## src/flash_timing_pkg.sv

```systemverilog
// constants, types and helpers shared by the flash timing block
// Behaviour
// - program pulse lasts 8 x (value+1) ticks
// - program reload resets to 16h
// - page erase lasts 4096 x (value+1) ticks
// - page erase and recovery reset to 04h
// - module erase lasts 4096 x (value+1) ticks
// - module erase reload resets to EAh
// - end delay of (value+1) ticks follows program or page erase
// - end delay reload resets to 18h
// - module erase end waits 8 x (value+1)
// - module erase end reload resets to 3Ch
// - recovery of (value+1) ticks between accesses
// - protection word captured at reset, read-only
// - protection alias reads same as primary
// - function word copy readable, sixteen bits
// - code start loaded in reset, gives branch
// - code start bits 8:0 read zero
// - bits 12:9 are inverted boot region
// - code start bits 15:13 read zero
// - tick is clock divided by divisor+1
// - busy flag set while programming or erasing
package flash_timing_pkg;

  localparam int COUNT_W = 21;
  localparam int DIV_W   = 5;
  localparam int REG_W   = 8;
  localparam int WORD_W  = 16;
  localparam int IDX_W   = 4;
  localparam int LEN_W   = 28;

  // reload reset values
  localparam logic [REG_W-1:0] PROG_RST   = 8'h16;
  localparam logic [REG_W-1:0] PERASE_RST = 8'h04;
  localparam logic [REG_W-1:0] MERASE_RST = 8'hEA;
  localparam logic [REG_W-1:0] END_RST    = 8'h18;
  localparam logic [REG_W-1:0] MEND_RST   = 8'h3C;
  localparam logic [REG_W-1:0] RCV_RST    = 8'h04;

  // tick multipliers as shift amounts
  localparam logic [3:0] SHIFT_X1    = 4'h0;
  localparam logic [3:0] SHIFT_X8    = 4'h3;
  localparam logic [3:0] SHIFT_X4096 = 4'hC;

  // register indices on the register port
  localparam logic [IDX_W-1:0] IDX_PROG       = 4'h0;
  localparam logic [IDX_W-1:0] IDX_PERASE     = 4'h1;
  localparam logic [IDX_W-1:0] IDX_MERASE     = 4'h2;
  localparam logic [IDX_W-1:0] IDX_END        = 4'h3;
  localparam logic [IDX_W-1:0] IDX_MEND       = 4'h4;
  localparam logic [IDX_W-1:0] IDX_RCV        = 4'h5;
  localparam logic [IDX_W-1:0] IDX_FUNC       = 4'h6;
  localparam logic [IDX_W-1:0] IDX_PROT       = 4'h7;
  localparam logic [IDX_W-1:0] IDX_PROT_ALIAS = 4'h8;
  localparam logic [IDX_W-1:0] IDX_CODE       = 4'h9;

  // code start displacement layout
  localparam int BOOT_LSB = 0;
  localparam int BOOT_W   = 4;
  localparam int CODE_AREA_START_BITS_LO  = 9;
  localparam int CODE_AREA_START_BITS_HI  = 3;

  typedef enum logic [2:0] {
    ST_IDLE   = 3'b000,
    ST_PROG   = 3'b001,
    ST_PERASE = 3'b010,
    ST_MERASE = 3'b011,
    ST_END    = 3'b100,
    ST_MEND   = 3'b101,
    ST_RECOV  = 3'b110
  } phase_t;

  typedef enum logic [1:0] {
    OP_PROG   = 2'b00,
    OP_PERASE = 2'b01,
    OP_MERASE = 2'b10,
    OP_NONE   = 2'b11
  } op_t;

  // tick count of a phase: (reload + 1) scaled by a power of two
  function automatic logic [COUNT_W-1:0] scaled_count(input logic [REG_W-1:0] v,
                                                       input logic [3:0]       sh);
    logic [COUNT_W-1:0] n;
    n = COUNT_W'(v) + COUNT_W'(1);
    scaled_count = n << sh;
  endfunction : scaled_count

endpackage : flash_timing_pkg

```

## src/phase_timer_if.sv

```systemverilog
// carrier between the phase sequencer and its down-counter
`timescale 1ns/1ps
interface phase_timer_if;
  import flash_timing_pkg::*;
  logic               load;
  logic [COUNT_W-1:0] count;
  logic [DIV_W-1:0]   divisor;
  logic               done;
  modport seq   (output load, output count, output divisor, input done);
  modport timer (input load, input count, input divisor, output done);
endinterface : phase_timer_if

```

## src/phase_timer.sv

```systemverilog
// prescaled down-counter that times one phase
`timescale 1ns/1ps
module phase_timer
  import flash_timing_pkg::*;
(
  // clock and reset
  input  logic   clk,
  input  logic   rst_n,
  // phase control
  phase_timer_if.timer t
);
  import flash_timing_pkg::*;

  logic [COUNT_W-1:0] cnt;
  logic [COUNT_W-1:0] next_cnt;
  logic [DIV_W-1:0]   pre;
  logic [DIV_W-1:0]   next_pre;
  logic               run;
  logic               next_run;
  logic               tick;

  assign tick   = run && (pre == t.divisor);
  assign t.done = tick && (cnt == COUNT_W'(1));

  always_comb begin
    next_cnt = cnt;
    next_pre = pre;
    next_run = run;
    if (t.load) begin
      next_cnt = t.count;
      next_pre = '0;
      next_run = (t.count != '0);
    end else if (run) begin
      if (tick) begin
        next_pre = '0;
        next_cnt = cnt - COUNT_W'(1);
        if (cnt == COUNT_W'(1)) begin
          next_run = 1'b0;
        end
      end else begin
        next_pre = pre + DIV_W'(1);
      end
    end
  end

  always_ff @(posedge clk or negedge rst_n) begin
    if (!rst_n) begin
      cnt <= '0;
      pre <= '0;
      run <= 1'b0;
    end else begin
      cnt <= next_cnt;
      pre <= next_pre;
      run <= next_run;
    end
  end

  a_count_steps_down: assert property (@(posedge clk) disable iff (!rst_n)
    (tick && !t.load) |=> (cnt == $past(cnt) - COUNT_W'(1)))
    else $error("phase counter did not step down by one on a tick");

endmodule : phase_timer

```

## src/flash_timing_and_autoread_regs.sv

```systemverilog
// flash timing reload registers, phase sequencer and auto-read words
`timescale 1ns/1ps
module flash_timing_and_autoread_regs
  import flash_timing_pkg::*;
(
  // clock and reset
  input  logic                              clk,
  input  logic                              rstn,
  // register port from the cpu bus master
  input  logic [flash_timing_pkg::IDX_W-1:0]  reg_index,
  input  logic                              reg_wr,
  input  logic                              reg_rd,
  input  logic [flash_timing_pkg::WORD_W-1:0] reg_wdata,
  output logic [flash_timing_pkg::WORD_W-1:0] reg_rdata,
  // flash operation requests
  input  logic                              op_start,
  input  flash_timing_pkg::op_t             op_kind,
  input  logic                              access_req,
  input  logic [flash_timing_pkg::DIV_W-1:0]  prescale_divisor,
  // information block words, sampled after reset
  input  logic [flash_timing_pkg::WORD_W-1:0] info_function_word,
  input  logic [flash_timing_pkg::WORD_W-1:0] info_protection_word,
  // flash array strobes and status
  output logic                              flash_busy_flag,
  output logic                              program_pulse,
  output logic                              page_erase_pulse,
  output logic                              module_erase_pulse,
  output logic                              access_grant,
  output logic [flash_timing_pkg::WORD_W-1:0] code_start_displacement
);
  import flash_timing_pkg::*;

  // reset release through two flip-flops
  logic rst_meta;
  logic rst_n;
  always_ff @(posedge clk or negedge rstn) begin
    if (!rstn) begin
      rst_meta <= 1'b0;
      rst_n    <= 1'b0;
    end else begin
      rst_meta <= 1'b1;
      rst_n    <= rst_meta;
    end
  end

  // reload registers
  logic [REG_W-1:0] program_pulse_reload;
  logic [REG_W-1:0] page_erase_pulse_reload;
  logic [REG_W-1:0] module_erase_pulse_reload;
  logic [REG_W-1:0] end_delay_reload;
  logic [REG_W-1:0] module_erase_end_reload;
  logic [REG_W-1:0] recovery_delay_reload;
  logic [REG_W-1:0] next_prog;
  logic [REG_W-1:0] next_perase;
  logic [REG_W-1:0] next_merase;
  logic [REG_W-1:0] next_end;
  logic [REG_W-1:0] next_mend;
  logic [REG_W-1:0] next_rcv;

  // writes are taken any time; software avoids busy periods
  always_comb begin
    next_prog   = program_pulse_reload;
    next_perase = page_erase_pulse_reload;
    next_merase = module_erase_pulse_reload;
    next_end    = end_delay_reload;
    next_mend   = module_erase_end_reload;
    next_rcv    = recovery_delay_reload;
    if (reg_wr) begin
      case (reg_index)
        IDX_PROG:   next_prog   = reg_wdata[REG_W-1:0];
        IDX_PERASE: next_perase = reg_wdata[REG_W-1:0];
        IDX_MERASE: next_merase = reg_wdata[REG_W-1:0];
        IDX_END:    next_end    = reg_wdata[REG_W-1:0];
        IDX_MEND:   next_mend   = reg_wdata[REG_W-1:0];
        IDX_RCV:    next_rcv    = reg_wdata[REG_W-1:0];
        default:    next_prog   = program_pulse_reload;
      endcase
    end
  end

  always_ff @(posedge clk or negedge rst_n) begin
    if (!rst_n) begin
      program_pulse_reload      <= PROG_RST;
      page_erase_pulse_reload   <= PERASE_RST;
      module_erase_pulse_reload <= MERASE_RST;
      end_delay_reload          <= END_RST;
      module_erase_end_reload   <= MEND_RST;
      recovery_delay_reload     <= RCV_RST;
    end else begin
      program_pulse_reload      <= next_prog;
      page_erase_pulse_reload   <= next_perase;
      module_erase_pulse_reload <= next_merase;
      end_delay_reload          <= next_end;
      module_erase_end_reload   <= next_mend;
      recovery_delay_reload     <= next_rcv;
    end
  end

  // auto-read words, caught on the first edge after reset release
  logic              cap_done;
  logic              next_cap_done;
  logic [WORD_W-1:0] function_word_copy;
  logic [WORD_W-1:0] protection_word_copy;
  logic [WORD_W-1:0] next_func;
  logic [WORD_W-1:0] next_prot;
  logic [WORD_W-1:0] next_code;
  logic [BOOT_W-1:0] boot_region_select;

  assign boot_region_select = info_protection_word[BOOT_LSB +: BOOT_W];

  // capture once; no write path afterwards
  always_comb begin
    next_cap_done = 1'b1;
    next_func     = function_word_copy;
    next_prot     = protection_word_copy;
    next_code     = code_start_displacement;
    if (!cap_done) begin
      next_func = info_function_word;
      next_prot = info_protection_word;
      next_code = {{CODE_AREA_START_BITS_HI{1'b0}}, ~boot_region_select, {CODE_AREA_START_BITS_LO{1'b0}}};
    end
  end

  always_ff @(posedge clk or negedge rst_n) begin
    if (!rst_n) begin
      cap_done                <= 1'b0;
      function_word_copy      <= '0;
      protection_word_copy    <= '0;
      code_start_displacement <= '0;
    end else begin
      cap_done                <= next_cap_done;
      function_word_copy      <= next_func;
      protection_word_copy    <= next_prot;
      code_start_displacement <= next_code;
    end
  end

  // register read, one cycle after the strobe
  logic [WORD_W-1:0] next_rdata;
  always_comb begin
    next_rdata = reg_rdata;
    if (reg_rd) begin
      case (reg_index)
        IDX_PROG:       next_rdata = WORD_W'(program_pulse_reload);
        IDX_PERASE:     next_rdata = WORD_W'(page_erase_pulse_reload);
        IDX_MERASE:     next_rdata = WORD_W'(module_erase_pulse_reload);
        IDX_END:        next_rdata = WORD_W'(end_delay_reload);
        IDX_MEND:       next_rdata = WORD_W'(module_erase_end_reload);
        IDX_RCV:        next_rdata = WORD_W'(recovery_delay_reload);
        IDX_FUNC:       next_rdata = function_word_copy;
        IDX_PROT,
        IDX_PROT_ALIAS: next_rdata = protection_word_copy;
        IDX_CODE:       next_rdata = code_start_displacement;
        default:        next_rdata = '0;
      endcase
    end
  end

  always_ff @(posedge clk or negedge rst_n) begin
    if (!rst_n) begin
      reg_rdata <= '0;
    end else begin
      reg_rdata <= next_rdata;
    end
  end

  // phase sequencer
  phase_timer_if tif ();
  phase_t state;
  phase_t next_state;
  logic   next_busy;
  logic   next_grant;

  phase_timer u_timer (
    .clk   (clk),
    .rst_n (rst_n),
    .t     (tif.timer)
  );

  assign tif.divisor = prescale_divisor;
  assign tif.load    = (next_state != state) && (next_state != ST_IDLE);

  // a new operation waits until the captured words are in place
  always_comb begin
    next_state = state;
    next_grant = 1'b0;
    case (state)
      ST_IDLE: begin
        if (op_start && cap_done && op_kind == OP_PROG) begin
          next_state = ST_PROG;
        end else if (op_start && cap_done && op_kind == OP_PERASE) begin
          next_state = ST_PERASE;
        end else if (op_start && cap_done && op_kind == OP_MERASE) begin
          next_state = ST_MERASE;
        end else if (access_req && cap_done) begin
          next_grant = 1'b1;
          next_state = ST_RECOV;
        end
      end
      // end delay after program or page erase
      ST_PROG, ST_PERASE: begin
        if (tif.done) next_state = ST_END;
      end
      // longer end delay after module erase
      ST_MERASE: begin
        if (tif.done) next_state = ST_MEND;
      end
      ST_END, ST_MEND: begin
        if (tif.done) next_state = ST_RECOV;
      end
      ST_RECOV: begin
        if (tif.done) next_state = ST_IDLE;
      end
      default: next_state = ST_IDLE;
    endcase
  end

  always_comb begin
    case (next_state)
      ST_PROG:   tif.count = scaled_count(program_pulse_reload, SHIFT_X8);
      ST_PERASE: tif.count = scaled_count(page_erase_pulse_reload, SHIFT_X4096);
      ST_MERASE: tif.count = scaled_count(module_erase_pulse_reload, SHIFT_X4096);
      ST_END:    tif.count = scaled_count(end_delay_reload, SHIFT_X1);
      ST_MEND:   tif.count = scaled_count(module_erase_end_reload, SHIFT_X8);
      ST_RECOV:  tif.count = scaled_count(recovery_delay_reload, SHIFT_X1);
      default:   tif.count = '0;
    endcase
  end

  // busy through pulse and end delay
  assign next_busy = (next_state != ST_IDLE) && (next_state != ST_RECOV);

  always_ff @(posedge clk or negedge rst_n) begin
    if (!rst_n) begin
      state              <= ST_IDLE;
      flash_busy_flag    <= 1'b0;
      program_pulse      <= 1'b0;
      page_erase_pulse   <= 1'b0;
      module_erase_pulse <= 1'b0;
      access_grant       <= 1'b0;
    end else begin
      state              <= next_state;
      flash_busy_flag    <= next_busy;
      program_pulse      <= (next_state == ST_PROG);
      page_erase_pulse   <= (next_state == ST_PERASE);
      module_erase_pulse <= (next_state == ST_MERASE);
      access_grant       <= next_grant;
    end
  end

  // checking helpers: cycles spent in the current phase
  logic [LEN_W-1:0] plen;
  logic [LEN_W-1:0] tick_len;
  always_ff @(posedge clk or negedge rst_n) begin
    if (!rst_n) begin
      plen <= '0;
    end else if (next_state != state) begin
      plen <= '0;
    end else begin
      plen <= plen + LEN_W'(1);
    end
  end
  assign tick_len = LEN_W'(prescale_divisor) + LEN_W'(1);

  // recovery reload as loaded into the timer; software may rewrite it while not busy
  logic [REG_W-1:0] rcv_start;
  always_ff @(posedge clk or negedge rst_n) begin
    if (!rst_n) begin
      rcv_start <= '0;
    end else if (next_state == ST_RECOV && state != ST_RECOV) begin
      rcv_start <= recovery_delay_reload;
    end
  end

  a_reset_prog_value: assert property (@(posedge clk) disable iff (!rst_n)
    !cap_done |-> program_pulse_reload == PROG_RST)
    else $error("program reload not 16h after reset");
  a_reset_other_values: assert property (@(posedge clk) disable iff (!rst_n)
    !cap_done |-> (page_erase_pulse_reload == PERASE_RST && recovery_delay_reload == RCV_RST
                   && module_erase_pulse_reload == MERASE_RST && end_delay_reload == END_RST
                   && module_erase_end_reload == MEND_RST))
    else $error("a reload register has the wrong reset value");
  a_prog_width: assert property (@(posedge clk) disable iff (!rst_n)
    (state == ST_PROG && tif.done) |->
      plen + LEN_W'(1) == (LEN_W'(program_pulse_reload) + LEN_W'(1)) * (tick_len << 3))
    else $error("program pulse length wrong");
  a_page_erase_width: assert property (@(posedge clk) disable iff (!rst_n)
    (state == ST_PERASE && tif.done) |->
      plen + LEN_W'(1) == (LEN_W'(page_erase_pulse_reload) + LEN_W'(1)) * (tick_len << 12))
    else $error("page erase pulse length wrong");
  a_module_erase_width: assert property (@(posedge clk) disable iff (!rst_n)
    (state == ST_MERASE && tif.done) |->
      plen + LEN_W'(1) == (LEN_W'(module_erase_pulse_reload) + LEN_W'(1)) * (tick_len << 12))
    else $error("module erase pulse length wrong");
  a_end_delay_len: assert property (@(posedge clk) disable iff (!rst_n)
    (state == ST_END && tif.done) |->
      plen + LEN_W'(1) == (LEN_W'(end_delay_reload) + LEN_W'(1)) * tick_len)
    else $error("end delay length wrong");
  a_mend_delay_len: assert property (@(posedge clk) disable iff (!rst_n)
    (state == ST_MEND && tif.done) |->
      plen + LEN_W'(1) == (LEN_W'(module_erase_end_reload) + LEN_W'(1)) * (tick_len << 3))
    else $error("module erase end delay length wrong");
  a_recovery_gap: assert property (@(posedge clk) disable iff (!rst_n)
    (state == ST_RECOV && tif.done) |->
      plen + LEN_W'(1) == (LEN_W'(rcv_start) + LEN_W'(1)) * tick_len)
    else $error("recovery delay length wrong");
  a_busy_in_pulse: assert property (@(posedge clk) disable iff (!rst_n)
    (program_pulse || page_erase_pulse || module_erase_pulse) |-> flash_busy_flag)
    else $error("busy flag low during a pulse");
  a_code_start_boot: assert property (@(posedge clk) disable iff (!rst_n)
    cap_done |-> code_start_displacement[CODE_AREA_START_BITS_LO +: BOOT_W]
                 == ~protection_word_copy[BOOT_LSB +: BOOT_W])
    else $error("code start bits 12:9 not inverted boot region");
  a_code_start_zero: assert property (@(posedge clk) disable iff (!rst_n)
    code_start_displacement[CODE_AREA_START_BITS_LO-1:0] == '0
    && code_start_displacement[WORD_W-1 -: CODE_AREA_START_BITS_HI] == '0)
    else $error("code start fixed bits not zero");
  a_alias_equal: assert property (@(posedge clk) disable iff (!rst_n)
    (reg_rd && reg_index == IDX_PROT_ALIAS) |=> reg_rdata == protection_word_copy)
    else $error("protection alias differs from primary");
  a_ro_write_ignored: assert property (@(posedge clk) disable iff (!rst_n)
    (cap_done && reg_wr && reg_index == IDX_FUNC) |=> $stable(function_word_copy))
    else $error("write altered function word copy");

  c_program_done: cover property (@(posedge clk) disable iff (!rst_n)
    $fell(program_pulse) ##[1:300] !flash_busy_flag);
  c_module_erase: cover property (@(posedge clk) disable iff (!rst_n) $rose(module_erase_pulse));
  c_access: cover property (@(posedge clk) disable iff (!rst_n) access_grant);
  c_alias_read: cover property (@(posedge clk) disable iff (!rst_n)
    reg_rd && reg_index == IDX_PROT_ALIAS);

endmodule : flash_timing_and_autoread_regs

```

## config.mk

```make
export PLATFORM = sky130hd
export DESIGN_NAME = flash_timing_and_autoread_regs
export DESIGN_NICKNAME = d
export VERILOG_FILES = /design/src/flash_timing_pkg.sv /design/src/phase_timer_if.sv /design/src/phase_timer.sv /design/src/flash_timing_and_autoread_regs.sv
export SDC_FILE = /design/constraint.sdc
export NUM_CORES = 1
export LEC_CHECK = 0
export ABC_AREA = 1
export ABC_CLOCK_PERIOD_IN_PS = 4600
export BUFFER_PORTS_ARGS = -buffer_cell sky130_fd_sc_hd__clkbuf_2
export CAP_MARGIN = 20
export CELL_PAD_IN_SITES_DETAIL_PLACEMENT = 0
export CELL_PAD_IN_SITES_GLOBAL_PLACEMENT = 1
export CORE_MARGIN = 4
export CORE_UTILIZATION = 35
export DETAILED_ROUTE_END_ITERATION = 6
export PLACE_DENSITY_LB_ADDON = 0.08
export SLEW_MARGIN = 20
export SYNTH_ARGS = -nofsm -noshare
export SYNTH_HDL_FRONTEND = slang
export SYNTH_HIERARCHICAL = 1
export SYNTH_SLANG_ARGS = --single-unit
```

## constraint.sdc

```tcl
create_clock -name clk -period 4.6 [get_ports clk]
set_input_delay 0.23 -clock clk [delete_from_list [all_inputs] [get_ports clk]]
set_output_delay 0.23 -clock clk [all_outputs]
set_load 0.03 [all_outputs]
```

==> results.md <==
- Die footprint: 25730 um2
- Slew Limit Fails: 0
- Vias per cell: roughly 4.8
- I/O pin count: 102
- Tcrit/Tclk final: 82.13%
- Clock period minus worst slack: between 3 and 4 ns
- Fin. Hold Viols: 0
- Share of the synthesized area in the top cell type: 37.56%
- Top cell family by delay on the critical path: simple AND/OR/NAND/NOR gates
- Total grt overflow: 0
- Cell Rows: 55
- Critical Path Slowest Stage Cell: dfrtp_1
- CTS resizes: 0
- Distinct cells, synth: 46
- Vias in the first global route: slightly below 7000
- Synth Register Bits: 138
- Pwr per Cell Area: 543.2 nW/um2
- Highest clock rate: 264.7 MHz
- Die height: about 160 um
- Initial antenna violation count: 0
- GRT Total Usage: between 15 and 20%
- Area Overhead vs Synth: 16.23%
- Mapped cell area: 8128 um2
- CTS tree: done
- Hold Path End: code_start_displacement[10]
- DP Cell Count: 1433
- Worst Hold Launch: info_protection_word[1]
- Post-synth top cells: nand2_1 (329), inv_1 (128), dfrtp_1 (122)
- Leakage: 4.823 nW
- Cell mode on critical path: nand2_1
- Detail Route met3 WL: between 600 and 700 um
- HP Class: input port to flop
- Post-route setup TNS: 0 ns
- Skew final: 0.01816 ns
- Clk slew on worst S/H paths: 0.06 ns
- DRC viols: 0
- DP Area: 8741 um2
- Cell count after synthesis: around 1100
- Met2 wire len: 11020 um
- Worst-path fanout max: 16
- Die width: 160.4 um
- Synth Flop Type: dfrtp_1
- CTS buffer count: 17
- Setup CP Type: flop to flop
- Least-Margin Pin Slew: between 0.8 and 0.9 ns
- Placer congestion estimate: 0.7795
- Remaining antenna violation count: 0
- WHS: 0.01416 ns
- Critical Path Sink Type: flop
- Count leader, synth: nand2_1
- Largest net degree at the start of global routing: 65
- # Post-CTS Setup Buffers: 0
- NumNets Final: 1249
- Pre-antenna DRT Iters: 5
- Post-route cell area: 9447 um2
- Peak supply drop: around 0.24 mV
- Final setup vio count: 0
- Required time worst endpoint: 4.91 ns
- CTS Buffer Depth: 2
- Root buffer cell: clkbuf_16
- Fraction of registers with async set/reset: between 90% and 100%
- Final WL: roughly 23000 um
- Syn avg cell area: roughly 7.5 um2
- EDFF count, synth: 0
- DRT met1 WL: 10600 um
- Share of cells above drive strength 1: 19.06%
- Core Region: 22710 um2
- Count of non-filler cells in the finished layout: 1476
- H-tree levels: 4
- Slew headroom: between 40% and 50%
- Sink Count: between 100 and 150
- Unrepaired setup endpoints after global routing: no
- Number of diodes: 0
- R2R cell count: 25
- R2R setup slack: 0.82 ns
- Ys Warns: 6
- Hold buffers post-CTS: 11
- Detailed Route Iter0 Violations: 347
- Starting Density: a little over a third
- First-pass GRT wire length: 36780 um
- Power consumption: between 5 and 6 mW
- Routed via count: between 7000 and 8000
- Seq/Total Area, Yosys: between 40% and 50%
- Highest routed layer: met4
- Crit path DAT: 4.09 ns
- Area leader, netlist: dfrtp_1
- R2r startpoint: u_timer/cnt[4]
- Max-cap violation count: 0
- Reg2reg end: u_timer/run
- Wire per inst: between 15 and 20 um
- Worst setup SP type: flop
- Outcome: finished, final reports clean
- HPWL Detailed: 16970 um
- IO Port Bufs: 81
- Top cells by area, synth: dfrtp_1 (38%), nand2_1 (15%), o21ai_0 (5.9%), inv_1 (5.9%), dfstp_2 (5.2%)
- Worst hold path stage count: 2
- Worst skew pair latency: 0.43 ns
- Worst path max stage delay: 0.43 ns
- Fillers: 2395
- CP bufs+invs: 2
## routing by layer
layer	GRT usage, %	up-vias
li1	-	3648
met1	23.88	3261
met2	29.93	86
met3	3.002	16
met4	4.732	0
met5	0	-
## cells by family (layout without fill, tap and decap cells)
group	after synthesis	count (layout)	synth area share [%]
multiplexers	10	10	1.385
adder cells (fa/ha/maj)	6	6	0.9236
AND/OR/NAND/NOR	571	571	31.99
other	2	14	0.09240
flip-flops	138	138	42.73
XOR/XNOR	9	9	0.9699
AO/OA/AOI/OAI	167	167	11.98
buffers and inverters	184	276	9.929
## power by group
part / switching [mW] / leakage (nW) / total [mW] / internal (mW)
logic: 1.38 / 2.83 / 2.03 / 0.651
registers: 0.217 / 1.71 / 1.69 / 1.48
clock network: 0.621 / 0.287 / 1.41 / 0.785
## worst max-delay path by stage
stage,end,startpoint,depth (start not counted),slack [ns]
after global routing,u_timer/run,u_timer/cnt[17],25,0.38
after global placement,u_timer/run,u_timer/cnt[7],25,0.77
after detailed placement,u_timer/run,u_timer/cnt[7],25,0.76
after floorplan,access_grant,rst_n,0,0.50
final,u_timer/run,u_timer/cnt[4],25,0.82
after CTS,u_timer/run,u_timer/cnt[7],25,0.75
## sequential cells by signal, summed over array words and instances, names as in the netlist, 3 cells and up
register / count
program_pulse_reload: 8
protection_word_copy: 16
module_erase_end_reload: 8
code_start_displacement: 4
reg_rdata: 16
u_timer/pre: 5
function_word_copy: 16
page_erase_pulse_reload: 8
end_delay_reload: 8
state: 3
u_timer/cnt: 21
module_erase_pulse_reload: 8
recovery_delay_reload: 8
## cell type report
class	instances	area, um2	share of cell area, %
inverters	142	534.3	5.656
repair buffers	102	590.6	6.252
flip-flops and latches	138	3477	36.81
well taps	285	356.6	3.775
clock inverters	14	156.4	1.656
clock buffers	18	439.2	4.649
multi-input cells	777	3892	41.21
## cells in the final DEF (no fill, tap or decap), types with 2 or more instances in the layout
master and count:
a21oi_1 14, a221oi_1 10, buf_4 10, clkbuf_16 17, clkbuf_2 81, clkinv_4 2
clkinvlp_4 2, conb_1 14, dfrtp_1 121, dfstp_2 16, dlygate4sd3_1 11, ha_1 6
inv_1 128, inv_2 12, inv_6 5, inv_8 3, mux2_2 10, nand2_1 329
nand2_2 19, nand2_4 4, nand3_1 64, nand3_2 11, nand3_4 4, nand3b_1 9
nand4_1 16, nor2_1 90, nor2_2 6, nor2_4 5, nor3_1 6, nor3_2 2
o211ai_1 4, o21a_1 2, o21ai_0 96, o21ai_1 14, o21ai_2 5, o21ai_4 2
o221ai_1 4, o22ai_1 12, or2_2 4, xor2_1 8
## per-stage QoR
| step | utilization, % | worst slack (ns) |
|---|---|---|
| detailed placement | 38.49 | 0.7634 |
| floorplan | - | 0.4984 |
| finish | 41.60 | 0.8220 |
| CTS | 41.60 | 0.7544 |
| global placement | 38.49 | 0.7750 |
| global route | 41.60 | 0.3798 |
No activity file was read; power rests on OpenSTA's default activity.
